===== src/verilog/xcvr_seq_pkg.sv =====
package xcvr_seq_pkg;
  // ----------------------------------------
  // Timing
  // ----------------------------------------
  localparam int CLK_MHZ = 200;
  localparam int BUSY_CYCLES = 20;
  localparam int PWRDN_MIN_NS = 1000;
  localparam int PWRDN_CYCLES = (PWRDN_MIN_NS * CLK_MHZ + 999) / 1000;
  localparam int LTD_WAIT_CYCLES = 64;
  localparam int CNT_W = 12;
endpackage


===== src/verilog/xcvr_seq_if.sv =====
`timescale 1ns/100ps
interface xcvr_seq_if;
  logic pwrdn;
  logic tx_dig_rst;
  logic rx_dig_rst;
  logic rx_ana_rst;
  logic freq_locked;
  logic busy;
  logic cfg_req;
  logic per_chan_clk;
  modport channel (input pwrdn, tx_dig_rst, rx_dig_rst, rx_ana_rst, cfg_req,
    output freq_locked, busy, per_chan_clk);
  modport ctrl (output pwrdn, tx_dig_rst, rx_dig_rst, rx_ana_rst, cfg_req,
    input freq_locked, busy, per_chan_clk);
endinterface


===== src/verilog/xcvr_reset_ctrl.sv =====
`timescale 1ns/100ps
module xcvr_reset_ctrl #(
  parameter int PWRDN_LEN = xcvr_seq_pkg::PWRDN_CYCLES,
  parameter int LTD_LEN = xcvr_seq_pkg::LTD_WAIT_CYCLES,
  parameter bit SKIP_LTD = 1'b0
) (
  // Clock and reset
  input wire logic mclk,
  input wire logic rst,
  input wire logic ce,
  // Link
  xcvr_seq_if.ctrl lnk,
  // User side
  input wire logic start,
  input wire logic cfg_access,
  output logic ready
);
  initial
  begin
    if (PWRDN_LEN < 1 || PWRDN_LEN > 4095 || LTD_LEN < 1 || LTD_LEN > 4095)
      $error("Counts out of range");
  end

  // ----------------------------------------
  // Reset sequence
  // ----------------------------------------
  typedef enum logic [2:0] {S_PWRDN, S_ANA, S_CAL, S_LOCK, S_LTD, S_RUN} state_e;
  state_e state;
  logic [xcvr_seq_pkg::CNT_W-1:0] cnt;
  logic busy_q;
  logic pwrdn_r, txr_r, rxd_r, rxa_r, req_r;

  always_ff @(posedge mclk)
  begin
    if (rst)
    begin
      state <= S_PWRDN;
      cnt <= '0;
      busy_q <= 1'b0;
      pwrdn_r <= 1'b1;
      txr_r <= 1'b1;
      rxd_r <= 1'b1;
      rxa_r <= 1'b1;
      ready <= 1'b0;
    end
    else if (ce)
    begin
      busy_q <= lnk.busy;
      unique case (state)
        S_PWRDN:
        begin
          cnt <= cnt + 1'b1;
          if (cnt == xcvr_seq_pkg::CNT_W'(PWRDN_LEN - 1))
          begin
            pwrdn_r <= 1'b0; // [RULE_05]
            txr_r <= 1'b0;
            state <= S_ANA;
          end
        end
        S_ANA:
        begin
          rxa_r <= 1'b0; // [RULE_04]
          state <= S_CAL;
        end
        // Power-down kept low while busy runs
        S_CAL:
          if (busy_q && !lnk.busy) // [RULE_01] [RULE_02]
            state <= S_LOCK;
        S_LOCK:
          if (lnk.freq_locked && !lnk.busy) // [RULE_10]
          begin
            cnt <= '0;
            state <= SKIP_LTD ? S_RUN : S_LTD; // [RULE_06]
            if (SKIP_LTD)
            begin
              rxd_r <= 1'b0;
              ready <= 1'b1;
            end
          end
        S_LTD:
        begin
          cnt <= cnt + 1'b1;
          if (cnt == xcvr_seq_pkg::CNT_W'(LTD_LEN - 1))
          begin
            rxd_r <= 1'b0; // [RULE_04]
            ready <= 1'b1;
            state <= S_RUN;
          end
        end
        S_RUN:
          if (start)
          begin
            // Restart redoes the receive digital reset only, not the transmit one; no new power-up busy
            rxd_r <= 1'b1;
            ready <= 1'b0;
            state <= S_LOCK;
          end
        default:
          state <= S_PWRDN;
      endcase
    end
  end

  always_ff @(posedge mclk)
  begin
    if (rst)
      req_r <= 1'b0;
    else if (ce)
      req_r <= cfg_access && state == S_RUN;
  end

  assign lnk.pwrdn = pwrdn_r;
  assign lnk.tx_dig_rst = txr_r;
  assign lnk.rx_dig_rst = rxd_r;
  assign lnk.rx_ana_rst = rxa_r;
  assign lnk.cfg_req = req_r;
endmodule


===== src/flat_wrapper.sv =====
// flat-port wrapper written by rule: the top's interface ports become plain ports
module xcvr_reset_ctrl_flat 
#(
  parameter int PWRDN_LEN = xcvr_seq_pkg::PWRDN_CYCLES,
  parameter int LTD_LEN = xcvr_seq_pkg::LTD_WAIT_CYCLES,
  parameter bit SKIP_LTD = 1'b0
)
  (mclk, rst, ce, start, cfg_access, ready, lnk_pwrdn, lnk_tx_dig_rst, lnk_rx_dig_rst, lnk_rx_ana_rst, lnk_cfg_req, lnk_freq_locked, lnk_busy, lnk_per_chan_clk);
  xcvr_seq_if lnk_i ();
  input wire logic mclk;
  input wire logic rst;
  input wire logic ce;
  input wire logic start;
  input wire logic cfg_access;
  output logic ready;
  output wire logic [$bits(lnk_i.pwrdn)-1:0] lnk_pwrdn;
  output wire logic [$bits(lnk_i.tx_dig_rst)-1:0] lnk_tx_dig_rst;
  output wire logic [$bits(lnk_i.rx_dig_rst)-1:0] lnk_rx_dig_rst;
  output wire logic [$bits(lnk_i.rx_ana_rst)-1:0] lnk_rx_ana_rst;
  output wire logic [$bits(lnk_i.cfg_req)-1:0] lnk_cfg_req;
  input wire logic [$bits(lnk_i.freq_locked)-1:0] lnk_freq_locked;
  input wire logic [$bits(lnk_i.busy)-1:0] lnk_busy;
  input wire logic [$bits(lnk_i.per_chan_clk)-1:0] lnk_per_chan_clk;
  assign lnk_pwrdn = lnk_i.pwrdn;
  assign lnk_tx_dig_rst = lnk_i.tx_dig_rst;
  assign lnk_rx_dig_rst = lnk_i.rx_dig_rst;
  assign lnk_rx_ana_rst = lnk_i.rx_ana_rst;
  assign lnk_cfg_req = lnk_i.cfg_req;
  assign lnk_i.freq_locked = lnk_freq_locked;
  assign lnk_i.busy = lnk_busy;
  assign lnk_i.per_chan_clk = lnk_per_chan_clk;
  xcvr_reset_ctrl #(.PWRDN_LEN(PWRDN_LEN), .LTD_LEN(LTD_LEN), .SKIP_LTD(SKIP_LTD)) u_core (.mclk(mclk), .rst(rst), .ce(ce), .lnk(lnk_i), .start(start), .cfg_access(cfg_access), .ready(ready));
endmodule

===== config.mk =====
export PLATFORM = sky130hd
export DESIGN_NAME = xcvr_reset_ctrl_flat
export DESIGN_NICKNAME = d
export VERILOG_FILES = /design/src/verilog/xcvr_seq_pkg.sv /design/src/verilog/xcvr_seq_if.sv /design/src/verilog/xcvr_reset_ctrl.sv /design/src/flat_wrapper.sv
export SDC_FILE = /design/constraint.sdc
export NUM_CORES = 1
export LEC_CHECK = 0
export ABC_AREA = 1
export BUFFER_PORTS_ARGS = -buffer_cell sky130_fd_sc_hd__buf_2
export CORE_MARGIN = 4
export CORE_UTILIZATION = 25
export DETAILED_ROUTE_END_ITERATION = 6
export GPL_ROUTABILITY_DRIVEN = 0
export HOLD_SLACK_MARGIN = 0.15
export PLACE_DENSITY = 0.51
export SYNTH_ARGS = -nofsm -noshare
export SYNTH_HDL_FRONTEND = slang
export SYNTH_SLANG_ARGS = --single-unit

===== constraint.sdc =====
create_clock -name mclk -period 1.6 [get_ports mclk]
set_input_delay 0.24 -clock mclk [delete_from_list [all_inputs] [get_ports mclk]]
set_output_delay 0.24 -clock mclk [all_outputs]
set_load 0.05 [all_outputs]

; ---- Yosys cells after proc, flatten, opt, wreduce, memory -nomap -nowiden
; Index checks and enable logic that the tools add are counted.
[totals]
regBits = 21
inputBits = 8
out_inout_bits = 6
wordCells = 48
[classes]
add_sub_neg = 1
n_eq_ne = 12
muxes = 14
n_reduce_logical = 13
[ops]
columns = op, count
row1 = 12-bit case mux with 2 select lines, 1
row2 = 3-bit case mux with 6 select lines, 1
row3 = 3-bit 2-to-1 mux, 5
row4 = "12-bit by 1-bit adder with 12-bit output, second input constant", 1
row5 = "12-bit by 6-bit == test with 1-bit output, second input constant", 1
row6 = "12-bit by 8-bit == test with 1-bit output, second input constant", 1
row7 = 12-bit 2-to-1 mux, 1
row8 = "2-bit by 1-bit != test with 1-bit output, second input constant", 4
row9 = "3-bit by 2-bit == test with 1-bit output, second input constant", 2
row10 = "3-bit == test, second input constant", 2
row11 = 3-bit AND reduction, 2
row12 = 6-bit AND reduction, 1
row13 = 1-bit 2-to-1 mux, 4
row14 = 1-bit case mux with 2 select lines, 2
row15 = 4-bit AND reduction, 1
row16 = 2-bit nonzero test, 2
row17 = "3-bit by 1-bit == test with 1-bit output, second input constant", 1
row18 = 1-bit logical AND, 3
row19 = 3-bit logical NOT, 1
row20 = "2-bit != test, second input constant", 1
row21 = 2-bit AND reduction, 1
row22 = 2-bit OR reduction, 1
row23 = 1-bit logical NOT, 1

; ---- Longest topological paths before layout
[depth]
word_depth = 4
mapped_depth = 11
depth_no_buf = 11

; ---- Least setup slack after synthesis
; OpenSTA, ideal clock, no wires.
[synth_path]
path_type = register to register
startpoint = register u_core.cnt[0] in the netlist's numbering
endpoint = register u_core.state[0]
setup_ns = 0.113
arrival_ns = 1.113
t_required_ns = 1.487
slack_ns = 0.374
stages_incl_launch_ff = 11
path_buffers = 0
period_less_slack_ns = 1.226
cell_sequence = dfxtp_1 > ha_1 > nand2_1 > inv_1 > nand2_2 > inv_1 > nand2_1 > nand2_1 > nand3_2 > nor2_1 > nor2_1
[synth_via]
elab_chain_len = 3
word_cells_on_any_way = 5
classes_between = 4 x eq/ne / 1 x reduce/logical
[synth_lines]
columns = item, line_no
row1 = start: declaration, xcvr_reset_ctrl.sv:29  ; logic [xcvr_seq_pkg::CNT_W-1:0] cnt;
row2 = start signal: assignment, xcvr_reset_ctrl.sv:52  ; cnt <= cnt + 1'b1;
row3 = start signal: assignment, xcvr_reset_ctrl.sv:82  ; cnt <= cnt + 1'b1;
row4 = 12-bit by 6-bit == test with 1-bit output or 12-bit by 8-bit == test with 1-bit output (tied branches), "xcvr_reset_ctrl.sv:83, xcvr_reset_ctrl.sv:53"
row5 = 2-bit by 1-bit != test with 1-bit output (no source line), -
row6 = 6-bit AND reduction (no source line) *, -
row7 = end signal: assignment, xcvr_reset_ctrl.sv:73  ; state <= SKIP_LTD ? S_RUN : S_LTD;
row8 = end: declaration, xcvr_reset_ctrl.sv:28  ; state_e state;
; Every way passes the cells marked *; elsewhere a longest branch is shown, timed or not.
; A chain may end at the register's enable or synchronous reset.

; ---- Worst setup path after layout
[layout_path]
startpoint = register u_core.cnt[1] in the netlist's numbering
endpoint = register u_core.state[1]
; Same word-level chain as after synthesis.

==> impl_metrics.ini <==
[status]
outcome = completed

[timing]
finalSetupTns_ns = 0
setup_viol = 0
finalCritPeriodShare_pct = 88.5
max_freq_ghz = 0.706
rsz0062_at_grt = false
max-slew-margin-rel_pct = 78.4
layout_setup_ws_ns = 0.184
worst_pin_slew_ns = 0.324
slew_violations = 0
hold_viol_final = 0
fin_skew_ns = 0.00132
post-route-min-period_ns = 1.42

[routing]
wl_per_cell_um = 9.60
dr_total_vias = 1085
ant_nets = 0
totalWireLength_um = 2370
viasPerCell = 4.39
drcViolationCount = 0
dr.first_iter.drc_count = 42
firstDrtPassIters = 4

[cts]
numCtsBuffers = 3
postCtsHoldBufs = 0
post_cts_resized = 0
clk_pin_slew_ns = 0.08
clk_latency_ns = 0.26
post-cts-setup-buffer-count = 0
h-tree-depth = 1
cts_tree = done
clock_path_buffers = 2
cts_sinks = 21
cts-root-buf = clkbuf_8

[critical_path]
path_class = register to register
worstPathArrival_ns = 1.62
required_ns = 1.80
worst_setup_path_end_kind = register
critPathLaunchType = register
cp_max_fo = 4

[flow_run]
cap_violations = 0

[synth]
ys_types = 27
synth_cells = 180
synth-seq-cells = 21
yosysWarnings = 0
synthesis.nets = 189
synth.avg_cell_area_sq_um = 6.56
ys_seq_area_share_pct = 35.6
syn_area_sq_mm = 0.00118

[floorplanning]
fp.dieW_um = 76.7
dieArea_sq_mm = 0.00589
initial_core_util_pct = 26.4
die_h_um = 76.7
ios = 14
core_area_sq_mm = 0.00447
rows = 24

[global_routing]
grt_usage_pct = 8.51
grt_max_degree = 12
grt_pass1_vias = 961
grt_pass1_wl_um = 4200
grt-ovfl-total = 0
grt_antenna_before_repair = 0

[finish]
finalNetCount = 205
finalNonFillerCells = 247
diodes = 0
layout-drive-gt1-share_pct = 16.4
layout-area-overhead-vs-synth_pct = 14.0
fillCellCount = 491
design_area_sq_mm = 0.00135

[place]
dpl.hpwl_um = 1890
place_area_sq_mm = 0.00130
dp.cells = 243
place_ws_ns = 0.206
portBuffers = 12

[power_and_ir_drop]
power.density_mw_per_mm2 = 814
p_leak_nw = 0.541
vdd_drop_max_v = 0.000500

[min_path]
hold_path_class = input port to register
[per-stage QoR]
step	hold WS, ns	total power [mW]	util [%]
6_report	0.178	1.10	30.1
5_1_grt	0.168	1.15	30.1
4_1_cts	0.172	1.11	30.1
3_5_place_dp	0.443	0.757	29.1
3_3_place_gp	0.439	0.757	29.1
2_1_floorplan	0.309	0.710	-
[metal layers]
| metal | global-route usage, % | routed length, um | vias to the layer above | share of wire (%) |
|---|---|---|---|---|
| met1 | 10.8 | 1170 | 467 | 49 |
| met3 | 2.81 | 107 | 2 | 4.5 |
| met2 | 13.9 | 1080 | 17 | 46 |
| met4 | 2.17 | 18 | 0 | 0.76 |
| li1 | - | - | 599 | - |
| met5 | 0 | 0 | - | 0 |
[state kept, by name, indices dropped and copies added (netlist names)]
signal	cells
u_core.ready	1
u_core.lnk.tx_dig_rst	1
u_core.cnt	12
u_core.lnk.cfg_req	1
u_core.lnk.rx_dig_rst	1
u_core.lnk.rx_ana_rst	1
u_core.state	3
u_core.busy_q	1
[synthesized netlist by cell type]
| master | number | share of area (%) |
|---|---|---|
| nand2_2 | 2 | 1.1 |
| a21oi_1 | 8 | 3.4 |
| nand3b_1 | 2 | 1.3 |
| o21ai_0 | 7 | 3.0 |
| dfxtp_1 | 21 | 36 |
| o21bai_1 | 2 | 1.3 |
| nand2_1 | 41 | 13 |
| ha_1 | 1 | 1.1 |
| a21oi_2 | 1 | 0.74 |
| nor2_2 | 2 | 1.1 |
| nand3_1 | 12 | 5.1 |
| nand4_1 | 1 | 0.53 |
| nor2_1 | 34 | 11 |
| nand3_2 | 2 | 1.7 |
| clkinv_4 | 1 | 0.74 |
| a211oi_1 | 1 | 0.64 |
| inv_1 | 25 | 7.9 |
| buf_4 | 2 | 1.3 |
| o21ai_2 | 1 | 0.74 |
| o211ai_1 | 1 | 0.64 |
| o21ai_1 | 2 | 0.85 |
| inv_2 | 1 | 0.32 |
| nor2_4 | 2 | 1.9 |
| o21ai_4 | 1 | 1.4 |
| nor3_1 | 4 | 1.7 |
| clkbuf_2 | 1 | 0.42 |
| nand2_4 | 2 | 1.9 |
[power by group]
group          total [mW]  internal [mW]  switching (mW)
combinational       0.183         0.0614           0.122
clock               0.355          0.178           0.177
sequential          0.558          0.541          0.0165
total                1.10          0.780           0.316
[kinds of logic (layout without fill, tap and decap cells)]
| family | Yosys count | count (layout) | share of synthesized area, % |
|---|---|---|---|
| compound gates | 24 | 24 | 12.6 |
| fa+ha+maj | 1 | 1 | 1.06 |
| buf+inv | 30 | 45 | 10.7 |
| flops | 21 | 21 | 35.6 |
| simple gates | 104 | 104 | 40.0 |
[final cells by class]
cell class | instances | area, sq um | area share, %
multi-input cells | 129 | 634 | 47.1
flip-flops and latches | 21 | 420 | 31.2
inverters | 27 | 106 | 7.90
repair buffers | 14 | 75.1 | 5.58
well taps | 52 | 65.1 | 4.83
clock buffers | 4 | 45.0 | 3.35
[placed cells by master, fill, tap and decap left out, types with 2 or more instances in the layout]
master / instances
nand2_2: 2
o21ai_0: 7
nand3_1: 12
nand3b_1: 2
nor3_1: 4
nand2_1: 41
o21bai_1: 2
o21ai_1: 2
nor2_1: 34
nand3_2: 2
nor2_2: 2
nand2_4: 2
a21oi_1: 8
inv_1: 25
clkbuf_8: 3
dfxtp_1: 21
buf_2: 12
nor2_4: 2
buf_4: 2
[worst max-delay path, cell delays in order (launching register included)]
cell,delay [ns]
dfxtp_1,0.36
ha_1,0.23
nand2_1,0.07
inv_1,0.09
nand2_2,0.09
inv_1,0.06
nand2_1,0.07
nand2_1,0.09
nand3_2,0.09
nand2_1,0.07
inv_1,0.03
nor2_1,0.10
[worst paths after layout]
kind | start | endpoint | slack [ns] | cells after the start
max | u_core.cnt[1]$_SDFFE_PP0P_ | u_core.state[1]$_SDFFE_PP0P_ | 0.18 | 11
min | rst | u_core.state[2]$_SDFFE_PP0P_ | 0.18 | 2
max reg2reg | u_core.cnt[1]$_SDFFE_PP0P_ | u_core.state[1]$_SDFFE_PP0P_ | 0.18 | 11
min reg2reg | u_core.lnk.rx_ana_rst$_SDFFE_PP1P_ | u_core.lnk.rx_ana_rst$_SDFFE_PP1P_ | 0.45 | 2
Power figures use the tool's default switching activity.
